## src/lcu_defines.vh

```
`ifndef LCU_DEFINES_VH
`define LCU_DEFINES_VH
// register word addresses (one 32-bit word each)
`define LCU_ADDR_RXBUF 4'h0
`define LCU_ADDR_TXBUF 4'h1
`define LCU_ADDR_MODE 4'h2
`define LCU_ADDR_TXSTAT 4'h3
`define LCU_ADDR_CTRL 4'h4
`define LCU_ADDR_ROUTE 4'h5
`define LCU_ADDR_BAUD 4'h6
`define LCU_ADDR_RXSTAT 4'h7
// mode register fields
`define LCU_MODE_POWER 7
`define LCU_MODE_TXE 6
`define LCU_MODE_RXE 5
`define LCU_MODE_CL 2
`define LCU_MODE_RST 8'h01
// control register fields
`define LCU_CTRL_BRK_GO 7
`define LCU_CTRL_BRK_RX 6
`define LCU_CTRL_BLEN_HI 4
`define LCU_CTRL_BLEN_LO 2
`define LCU_CTRL_MSB 1
`define LCU_CTRL_RST 8'h00
// status fields
`define LCU_TXS_FULL 1
`define LCU_TXS_BUSY 0
`define LCU_RXS_OVR 0
`define LCU_RXS_FRM 1
`define LCU_RXS_BRKERR 2
// break length base: field value 0 means 13 bits
`define LCU_BRK_BASE 5'h0d
`define LCU_BRK_MIN 5'h0b
`define LCU_BUF_RST 8'hff
`define LCU_BAUD_RST 8'h10
`endif

```

## src/lcu_div.v

```verilog
`timescale 1ns/1ps
`default_nettype none
// ----------------------------------------
// base clock divider: one-cycle enable pulses
// ----------------------------------------
module lcu_div #(
   parameter W = 8
) (
   input wire core_clk_i,
   input wire arst_n_i,
   input wire run_i,
   input wire [W-1:0] div_i,
   output reg tick_o
);
   reg [W-1:0] cnt_reg;
   always @(posedge core_clk_i or negedge arst_n_i) begin
      if (!arst_n_i) begin
         cnt_reg <= {W{1'b0}};
         tick_o <= 1'b0;
      end else if (!run_i) begin
         cnt_reg <= {W{1'b0}};
         tick_o <= 1'b0;
      end else if (cnt_reg >= div_i) begin
         cnt_reg <= {W{1'b0}};
         tick_o <= 1'b1;
      end else begin
         cnt_reg <= cnt_reg + {{(W-1){1'b0}}, 1'b1};
         tick_o <= 1'b0;
      end
   end
endmodule
`default_nettype wire

```

## src/lcu_top.v

```verilog
// Local design decisions: the placing of the registers and the Avalon-MM interface to the registers.
`timescale 1ns/1ps
`default_nettype none
`include "lcu_defines.vh"
module lcu_top #(
   parameter DIVW = 8
) (
   input wire core_clk_i,
   input wire arst_n_i,
   input wire [3:0] avs_address_i,
   input wire avs_read_i,
   input wire avs_write_i,
   input wire [31:0] avs_writedata_i,
   input wire [3:0] avs_byteenable_i,
   output reg [31:0] avs_readdata_o,
   output wire avs_waitrequest_o,
   input wire serial_rx_pin_i,
   output reg serial_tx_pin_o,
   output wire external_irq_zero_o,
   output wire capture_timer_input_o,
   output reg transmit_done_irq_o,
   output reg break_rx_irq_o,
   output reg receive_done_o
);
   // ----------------------------------------
   // registers
   // ----------------------------------------
   reg [7:0] mode_reg;
   reg [7:0] ctrl_reg;
   reg [1:0] route_reg;
   reg [7:0] baud_reg;
   reg [7:0] receive_data_buffer_reg;
   reg [7:0] transmit_data_buffer_reg;
   reg tx_full_reg;
   reg ovr_reg;
   reg frm_reg;
   reg brkerr_reg;
   reg ack_reg;
   wire power = mode_reg[`LCU_MODE_POWER];
   wire char8 = mode_reg[`LCU_MODE_CL];
   wire msb_first = ctrl_reg[`LCU_CTRL_MSB];
   wire wr_ok = avs_write_i & ~ack_reg & avs_byteenable_i[0];
   wire rd_ok = avs_read_i & ~ack_reg;
   wire wr_tx = wr_ok & (avs_address_i == `LCU_ADDR_TXBUF);
   wire rd_rx = rd_ok & (avs_address_i == `LCU_ADDR_RXBUF);
   wire rd_rxs = rd_ok & (avs_address_i == `LCU_ADDR_RXSTAT);
   // one wait state: request taken on first edge, answered on the second
   assign avs_waitrequest_o = (avs_read_i | avs_write_i) & ~ack_reg;
   wire tick;
   lcu_div #(.W(DIVW)) u_div (
      .core_clk_i(core_clk_i),
      .arst_n_i(arst_n_i),
      .run_i(power),
      .div_i(baud_reg),
      .tick_o(tick)
   );
   // ----------------------------------------
   // enables delayed by one base tick
   // ----------------------------------------
   reg tx_en_reg;
   reg rx_en_reg;
   always @(posedge core_clk_i or negedge arst_n_i) begin
      if (!arst_n_i) begin
         tx_en_reg <= 1'b0;
         rx_en_reg <= 1'b0;
      end else begin
         if (!(power & mode_reg[`LCU_MODE_TXE]))
            tx_en_reg <= 1'b0;
         else if (tick)
            tx_en_reg <= 1'b1;
         if (!(power & mode_reg[`LCU_MODE_RXE]))
            rx_en_reg <= 1'b0;
         else if (tick)
            rx_en_reg <= 1'b1;
      end
   end
   assign external_irq_zero_o = route_reg[0] & serial_rx_pin_i;
   assign capture_timer_input_o = route_reg[1] & serial_rx_pin_i;
   // ----------------------------------------
   // transmitter: one bit per 16 ticks
   // ----------------------------------------
   localparam TX_IDLE = 2'd0;
   localparam TX_DATA = 2'd1;
   localparam TX_BRK = 2'd2;
   reg [1:0] tx_st_reg;
   reg [9:0] tx_sh_reg;
   reg [3:0] tx_bits_reg;
   reg [3:0] tx_os_reg;
   reg [4:0] tx_brk_reg;
   // length taken from the same write that starts the break, not the stale field
   wire [4:0] brk_len = `LCU_BRK_BASE + {2'b00, avs_writedata_i[`LCU_CTRL_BLEN_HI:`LCU_CTRL_BLEN_LO]};
   wire brk_go = wr_ok & (avs_address_i == `LCU_ADDR_CTRL) & avs_writedata_i[`LCU_CTRL_BRK_GO];
   wire [6:0] tx7 = msb_first ? transmit_data_buffer_reg[7:1] : transmit_data_buffer_reg[6:0];
   wire [7:0] tx8 = char8 ? transmit_data_buffer_reg : {1'b1, tx7};
   reg [7:0] tx_ord;
   integer i;
   always @* begin
      tx_ord = tx8;
      if (msb_first) begin
         for (i = 0; i < 8; i = i + 1)
            tx_ord[i] = char8 ? tx8[7-i] : (i < 7 ? tx7[6-i] : 1'b1);
      end
   end
   wire tx_bit_end = tick & (tx_os_reg == 4'hf);
   wire tx_last = (tx_st_reg == TX_DATA) & tx_bit_end & (tx_bits_reg == 4'h1);
   wire tx_load = tx_en_reg & tx_full_reg & ((tx_st_reg == TX_IDLE) | tx_last);
   always @(posedge core_clk_i or negedge arst_n_i) begin
      if (!arst_n_i) begin
         tx_st_reg <= TX_IDLE;
         tx_sh_reg <= 10'h3ff;
         tx_bits_reg <= 4'h0;
         tx_os_reg <= 4'h0;
         tx_brk_reg <= 5'h00;
         serial_tx_pin_o <= 1'b1;
         transmit_done_irq_o <= 1'b0;
      end else if (!tx_en_reg) begin
         tx_st_reg <= TX_IDLE;
         tx_os_reg <= 4'h0;
         serial_tx_pin_o <= 1'b1;
         transmit_done_irq_o <= 1'b0;
      end else begin
         transmit_done_irq_o <= 1'b0;
         if (tick)
            tx_os_reg <= tx_os_reg + 4'h1;
         case (tx_st_reg)
            TX_IDLE: begin
               tx_os_reg <= 4'h0;
               if (tx_load) begin
                  // start, data, stop; 80h in 8-bit mode is the wakeup frame
                  tx_sh_reg <= {1'b1, tx_ord, 1'b0};
                  tx_bits_reg <= char8 ? 4'd10 : 4'd9;
                  tx_st_reg <= TX_DATA;
               end else if (brk_go) begin
                  tx_brk_reg <= brk_len;
                  tx_st_reg <= TX_BRK;
               end
            end
            TX_DATA: begin
               serial_tx_pin_o <= tx_sh_reg[0];
               if (tx_bit_end) begin
                  tx_sh_reg <= {1'b1, tx_sh_reg[9:1]};
                  tx_bits_reg <= tx_bits_reg - 4'h1;
                  if (tx_bits_reg == 4'h1) begin
                     transmit_done_irq_o <= 1'b1;
                     if (tx_load) begin
                        tx_sh_reg <= {1'b1, tx_ord, 1'b0};
                        tx_bits_reg <= char8 ? 4'd10 : 4'd9;
                     end else begin
                        tx_st_reg <= TX_IDLE;
                     end
                  end
               end
            end
            TX_BRK: begin
               serial_tx_pin_o <= 1'b0;
               if (tx_bit_end) begin
                  tx_brk_reg <= tx_brk_reg - 5'h01;
                  if (tx_brk_reg == 5'h01) begin
                     tx_st_reg <= TX_IDLE;
                     serial_tx_pin_o <= 1'b1;
                     transmit_done_irq_o <= 1'b1;
                  end
               end
            end
            default: tx_st_reg <= TX_IDLE;
         endcase
      end
   end
   // ----------------------------------------
   // receiver: sample mid-bit, 16 ticks a bit
   // ----------------------------------------
   localparam RX_IDLE = 2'd0;
   localparam RX_DATA = 2'd1;
   localparam RX_BRK = 2'd2;
   reg [1:0] rx_st_reg;
   reg [7:0] receive_shifter_reg;
   reg [3:0] rx_os_reg;
   reg [3:0] rx_cnt_reg;
   reg [4:0] rx_low_reg;
   reg rx_unread_reg;
   wire brk_mode = ctrl_reg[`LCU_CTRL_BRK_RX];
   wire rx_mid = tick & (rx_os_reg == 4'h7);
   wire [3:0] rx_nbits = char8 ? 4'd8 : 4'd7;
   reg [7:0] rx_word;
   always @* begin
      rx_word = receive_shifter_reg;
      if (!char8)
         rx_word = msb_first ? {receive_shifter_reg[6:0], 1'b0}
                             : {1'b0, receive_shifter_reg[7:1]};
   end
   reg rx_done;
   reg rx_ovr_ev;
   reg rx_frm_ev;
   reg rx_brkerr_ev;
   always @(posedge core_clk_i or negedge arst_n_i) begin
      if (!arst_n_i) begin
         rx_st_reg <= RX_IDLE;
         receive_shifter_reg <= `LCU_BUF_RST;
         rx_os_reg <= 4'h0;
         rx_cnt_reg <= 4'h0;
         rx_low_reg <= 5'h00;
         rx_done <= 1'b0;
         rx_ovr_ev <= 1'b0;
         rx_frm_ev <= 1'b0;
         rx_brkerr_ev <= 1'b0;
         break_rx_irq_o <= 1'b0;
      end else begin
         rx_done <= 1'b0;
         rx_ovr_ev <= 1'b0;
         rx_frm_ev <= 1'b0;
         rx_brkerr_ev <= 1'b0;
         break_rx_irq_o <= 1'b0;
         if (tick)
            rx_os_reg <= rx_os_reg + 4'h1;
         if (!rx_en_reg) begin
            rx_st_reg <= RX_IDLE;
            receive_shifter_reg <= `LCU_BUF_RST;
         end else begin
            case (rx_st_reg)
               RX_IDLE: begin
                  rx_os_reg <= 4'h0;
                  rx_cnt_reg <= 4'h0;
                  rx_low_reg <= 5'h00;
                  if (!serial_rx_pin_i)
                     rx_st_reg <= brk_mode ? RX_BRK : RX_DATA;
               end
               RX_BRK: begin
                  receive_shifter_reg <= `LCU_BUF_RST;
                  if (rx_mid) begin
                     if (!serial_rx_pin_i) begin
                        if (rx_low_reg != 5'h1f)
                           rx_low_reg <= rx_low_reg + 5'h01;
                     end else begin
                        // stop bit ends the break
                        rx_st_reg <= RX_IDLE;
                        if (rx_low_reg >= `LCU_BRK_MIN)
                           break_rx_irq_o <= 1'b1;
                        else
                           rx_brkerr_ev <= 1'b1;
                     end
                  end
               end
               RX_DATA: begin
                  if (rx_mid) begin
                     rx_cnt_reg <= rx_cnt_reg + 4'h1;
                     if (rx_cnt_reg == 4'h0) begin
                        if (serial_rx_pin_i)
                           rx_st_reg <= RX_IDLE;
                     end else if (rx_cnt_reg <= rx_nbits) begin
                        if (msb_first)
                           receive_shifter_reg <= {receive_shifter_reg[6:0], serial_rx_pin_i};
                        else
                           receive_shifter_reg <= {serial_rx_pin_i, receive_shifter_reg[7:1]};
                     end else begin
                        rx_st_reg <= RX_IDLE;
                        rx_frm_ev <= ~serial_rx_pin_i;
                        if (rx_unread_reg)
                           rx_ovr_ev <= 1'b1;
                        else
                           rx_done <= 1'b1;
                     end
                  end
               end
               default: rx_st_reg <= RX_IDLE;
            endcase
         end
      end
   end
   // ----------------------------------------
   // buffers and status
   // ----------------------------------------
   always @(posedge core_clk_i or negedge arst_n_i) begin
      if (!arst_n_i) begin
         receive_data_buffer_reg <= `LCU_BUF_RST;
         transmit_data_buffer_reg <= `LCU_BUF_RST;
         tx_full_reg <= 1'b0;
         rx_unread_reg <= 1'b0;
         receive_done_o <= 1'b0;
         ovr_reg <= 1'b0;
         frm_reg <= 1'b0;
         brkerr_reg <= 1'b0;
      end else begin
         receive_done_o <= rx_done;
         if (!power)
            receive_data_buffer_reg <= `LCU_BUF_RST;
         else if (rx_done)
            receive_data_buffer_reg <= rx_word;
         if (wr_tx)
            transmit_data_buffer_reg <= avs_writedata_i[7:0];
         // set wins over clear
         if (wr_tx)
            tx_full_reg <= 1'b1;
         else if (tx_load | ~tx_en_reg)
            tx_full_reg <= 1'b0;
         if (rx_done)
            rx_unread_reg <= 1'b1;
         else if (rd_rx | ~rx_en_reg)
            rx_unread_reg <= 1'b0;
         ovr_reg <= rx_ovr_ev | (ovr_reg & ~rd_rxs & rx_en_reg);
         frm_reg <= rx_frm_ev | (frm_reg & ~rd_rxs & rx_en_reg);
         brkerr_reg <= rx_brkerr_ev | (brkerr_reg & ~rd_rxs & rx_en_reg);
      end
   end
   // ----------------------------------------
   // bus slave
   // ----------------------------------------
   always @(posedge core_clk_i or negedge arst_n_i) begin
      if (!arst_n_i) begin
         mode_reg <= `LCU_MODE_RST;
         ctrl_reg <= `LCU_CTRL_RST;
         route_reg <= 2'b00;
         baud_reg <= `LCU_BAUD_RST;
         ack_reg <= 1'b0;
         avs_readdata_o <= 32'h0000_0000;
      end else begin
         ack_reg <= (avs_read_i | avs_write_i) & ~ack_reg;
         if (wr_ok) begin
            case (avs_address_i)
               `LCU_ADDR_MODE: mode_reg <= avs_writedata_i[7:0];
               `LCU_ADDR_CTRL: ctrl_reg <= {1'b0, avs_writedata_i[6:0]};
               `LCU_ADDR_ROUTE: route_reg <= avs_writedata_i[1:0];
               `LCU_ADDR_BAUD: baud_reg <= avs_writedata_i[7:0];
               default: ;
            endcase
         end
         if (rd_ok) begin
            case (avs_address_i)
               `LCU_ADDR_RXBUF: avs_readdata_o <= {24'h000000, receive_data_buffer_reg};
               `LCU_ADDR_TXBUF: avs_readdata_o <= {24'h000000, transmit_data_buffer_reg};
               `LCU_ADDR_MODE: avs_readdata_o <= {24'h000000, mode_reg};
               `LCU_ADDR_TXSTAT: avs_readdata_o <= {30'h0, tx_full_reg, tx_st_reg != TX_IDLE};
               `LCU_ADDR_CTRL: avs_readdata_o <= {24'h000000, tx_st_reg == TX_BRK, ctrl_reg[6:0]};
               `LCU_ADDR_ROUTE: avs_readdata_o <= {30'h0, route_reg};
               `LCU_ADDR_BAUD: avs_readdata_o <= {24'h000000, baud_reg};
               `LCU_ADDR_RXSTAT: avs_readdata_o <= {29'h0, brkerr_reg, frm_reg, ovr_reg};
               default: avs_readdata_o <= 32'h0000_0000;
            endcase
         end
      end
   end
endmodule
`default_nettype wire

```

## config.mk

```make
export PLATFORM = sky130hd
export DESIGN_NAME = lcu_top
export DESIGN_NICKNAME = d
export VERILOG_FILES = /design/src/lcu_div.v /design/src/lcu_top.v
export VERILOG_INCLUDE_DIRS = /design/src /design/src/src
export SDC_FILE = /design/constraint.sdc
export NUM_CORES = 1
export LEC_CHECK = 0
export ABC_AREA = 1
export BUFFER_PORTS_ARGS = -buffer_cell sky130_fd_sc_hd__buf_4
export CORE_MARGIN = 3
export CORE_UTILIZATION = 53
export CTS_CLUSTER_DIAMETER = 30
export CTS_CLUSTER_SIZE = 20
export DETAILED_ROUTE_END_ITERATION = 7
export MAX_ROUTING_LAYER = met4
export PLACE_DENSITY = 0.74
export SLEW_MARGIN = 10
export SYNTH_ARGS = -nofsm -noshare
export SYNTH_HDL_FRONTEND = slang
export SYNTH_SLANG_ARGS = --single-unit
```

## constraint.sdc

```tcl
create_clock -name core_clk_i -period 1.98 [get_ports core_clk_i]
set_input_delay 0.396 -clock core_clk_i [delete_from_list [all_inputs] [get_ports core_clk_i]]
set_output_delay 0.396 -clock core_clk_i [all_outputs]
set_load 0.1 [all_outputs]
```

==> flow_metrics.env <==
export IMPL_outcome="finished clean"
export IMPL_die_h_um=118
export IMPL_netlist_instances=818
export IMPL_antenna_left=0
export IMPL_io_buffers=32
export IMPL_route_detailed_drc=0
export IMPL_fin_skew_ns=0.00791
export IMPL_r2r_slack_ns=0.17
export IMPL_rsz0062_at_grt="false"
export IMPL_crit_start="mode_reg[2]$_DFFE_PN0P_"
export IMPL_clockPowerShare=0.446
export IMPL_maxCapViolCount=0
export IMPL_dieWidth_um=118
export IMPL_r2r_worst_path_cells=9
export IMPL_worstPathArrival_ns=2.14
export IMPL_num_rows=40
export IMPL_r2r_end="receive_shifter_reg[6]$_DFFE_PN1P_"
export IMPL_avgSynthCellArea_um2=8.15
export IMPL_grt_first_pass_wirelength_um=26200
export IMPL_synth_seq_cells=121
export IMPL_routed_wl_um=15600
export IMPL_path_buf_inv=1
export IMPL_regToRegStartpoint="mode_reg[2]$_DFFE_PN0P_"
export IMPL_drt_pass1_iter_count=5
export IMPL_drive_gt1_frac=0.170
export IMPL_clock_sinks=121
export IMPL_period_minus_slack_ns=1.81
export IMPL_slowest_stage="dfrtp_2"
export IMPL_ir_drop_v=0.000617
export IMPL_max_stage_delay_ns=0.43
export IMPL_cts_htree_levels=4
export IMPL_clk_pin_slew_ns=0.05
export IMPL_cp_top_family="simple AND/OR/NAND/NOR gates"
export IMPL_final_max_slew_viol_count=0
export IMPL_wl_per_cell_um=14.8
export IMPL_netSwitchingFraction=0.287
export IMPL_via_count=5583
export IMPL_setup_tns_ns=0
export IMPL_clockBufferDepth=2
export IMPL_sequentialPowerShare=0.393
export IMPL_initial_utilization=0.548
export IMPL_cts_root_buf="clkbuf_16"
export IMPL_cpMostUsedCell="nand2_1"
export IMPL_finalSetupViolCount=0
export IMPL_cts_buffers=17
export IMPL_core_um2=12200
export IMPL_worst_setup_path_start_kind="flop"
export IMPL_grt_pass1_vias=5475
export IMPL_grt_max_degree=67
export IMPL_p_per_area_nw_per_um2=927
export IMPL_syn_to_final_growth_pct=16.4
export IMPL_ys_seq_area_frac=0.461
export IMPL_yosysUniqueCellTypes=44
export IMPL_crit_type="reg2reg"
export IMPL_critical_path_depth=9
export IMPL_place_congestion=0.923
export IMPL_crit_end="receive_shifter_reg[6]$_DFFE_PN1P_"
export IMPL_syn_cell_area_um2=6660
export IMPL_end_kind="flop"
export IMPL_die_area_um2=14000
export IMPL_pwr_share_comb=0.161
export IMPL_ios=84
export IMPL_hold_viol=0
export IMPL_path_max_fanout=16
export IMPL_antennaDiodeCount=0
export IMPL_yosysWarnings=0
export IMPL_path_cells="inv_1 > ha_1 > a21oi_1 > o21ai_0 > nand2_1 > nand2_1 > nand2_1 > nand2_4 > o21ai_0"
export IMPL_cp_required_ns=2.31
export IMPL_period_share=0.912
export IMPL_gr_usage_all_layers=0.240
export IMPL_power_switching_mw=2.06
export IMPL_worst_slack_ns=0.174
export IMPL_worst_hold_slack_ns=0.290
export IMPL_drtIter0Drc=528
export IMPL_cts_tree="done"
export IMPL_hold_class="in2reg"
export IMPL_p_leak_nw=3.85
export IMPL_largest_reg_flops=9
export IMPL_fillCellCount=1043
export IMPL_place_ws_ns=0.0782
export IMPL_fin_nets=946
export IMPL_hpwl_um=11200
export IMPL_via_per_inst=5.30
export IMPL_gr_total_overflow=0
export IMPL_max_freq_ghz=0.554
export IMPL_antenna_found_initial=0
export IMPL_p_int_mw=5.13
export IMPL_clock_latency_ns=0.42
-- how the worst min path moves through the flow --
stage                    start                         end  slack (ns)  cells after the start
finish              avs_read_i           ack_reg$_DFF_PN0_        0.29                      3
global placement      arst_n_i  u_div.cnt_reg[5]$_DFF_PN0_        0.26                      1
detailed placement    arst_n_i  u_div.cnt_reg[5]$_DFF_PN0_        0.26                      1
floorplan             arst_n_i           ack_reg$_DFF_PN0_        0.10                      0
global route        avs_read_i           ack_reg$_DFF_PN0_        0.29                      3
CTS                 avs_read_i           ack_reg$_DFF_PN0_        0.27                      3
-- synthesized netlist by cell type (all sizes together) --
library cell,count,share of area
nand2,228,0.13
inv,95,0.054
dfrtp,85,0.32
o21ai,85,0.064
nor2,60,0.038
nand3,40,0.034
a21oi,39,0.029
dfstp,36,0.14
buf,31,0.035
ha,28,0.053
nand3b,13,0.015
nor3,11,0.010
clkbuf,10,0.0058
nand4,9,0.0084
xor2,9,0.012
mux2i,7,0.011
a22oi,5,0.0056
o22ai,5,0.0047
o211ai,4,0.0045
xnor2,4,0.0053
nor3b,3,0.0051
o21bai,3,0.0034
a211oi,2,0.0023
a31o,1,0.0013
clkinv,1,0.00056
conb,1,0.00056
o21a,1,0.0011
o31ai,1,0.0011
or2,1,0.00094
-- through the flow --
stage | std cells | utilization | total power, mW | instance area (µm²)
floorplan | 841 | - | 3.71 | 6750
global placement | 1020 | 0.584 | 3.95 | 7110
detailed placement | 1020 | 0.584 | 4.01 | 7110
CTS | 1053 | 0.636 | 7.24 | 7740
global route | 1054 | 0.638 | 7.50 | 7760
finish | 1054 | 0.638 | 7.19 | 7760
-- layout make-up --
cell class	count	area, µm²	area share
flip-flops and latches	121	3070	0.396
multi-input cells	583	3060	0.394
clock buffers	25	505	0.0652
repair buffers	54	433	0.0558
inverters	96	363	0.0468
well taps	168	210	0.0271
clock inverters	7	113	0.0145
-- placed cells by master, fill, tap and decap left out, types with 6 or more instances in the layout --
master / synthesis / routed
nand4_1: 9 / 9
nand3_1: 36 / 36
nor2_1: 54 / 54
clkbuf_16: 0 / 17
o21ai_1: 8 / 11
conb_1: 1 / 24
nand2_1: 220 / 220
nor3_1: 10 / 10
buf_4: 26 / 51
o21ai_0: 76 / 73
inv_1: 88 / 88
dfrtp_1: 85 / 84
inv_2: 6 / 6
ha_1: 28 / 28
xor2_1: 9 / 9
a21oi_1: 39 / 38
mux2i_1: 7 / 7
nand3b_1: 13 / 13
dfstp_2: 36 / 36
-- timing repair --
item,in CTS,in global routing
setup buffers,0,1
hold endpoints to repair,11,0
gates resized for setup,0,7
hold buffers,1,0
endpoints found under the setup margin,0,19
-- worst reg2reg max path, cell delays in order, from the launching register on --
cell and delay [ns]:
dfrtp_2 0.43, inv_1 0.10, ha_1 0.33, a21oi_1 0.15
o21ai_0 0.09, nand2_1 0.15, nand2_1 0.07, nand2_1 0.10
nand2_4 0.12, o21ai_0 0.19
-- power groups by stage --
| stage | logic, mW | clock network, mW | registers, mW |
|---|---|---|---|
| after floorplan | 0.781 | 0 | 2.92 |
| after global placement | 1.11 | 0 | 2.85 |
| after global routing | 1.28 | 3.37 | 2.85 |
| final | 1.16 | 3.21 | 2.83 |
| after CTS | 1.16 | 3.25 | 2.82 |
| after detailed placement | 1.15 | 0 | 2.86 |
-- per-layer routing --
layer / vias up / routed length (µm) / global-route usage
li1: 2721 / - / -
met1: 2633 / 6510 / 0.296
met2: 197 / 7710 / 0.392
met3: 32 / 989 / 0.0555
met4: 0 / 339 / 0.0842
met5: - / 0 / -
-- cells by family (layout without fill, tap and decap cells) --
group                      Yosys count  after routing  synth area share
and+or+nand+nor                    365            365             0.245
AOI/OAI and AO/OA                  146            146             0.118
buffers and inverters              137            182            0.0952
DFF                                121            121             0.461
adders and majority gates           28             28            0.0526
xor gates and xnor gates            13             13            0.0171
muxes                                7              7            0.0105
other                                1             24          0.000563
(Power assumes the default switching activity.)
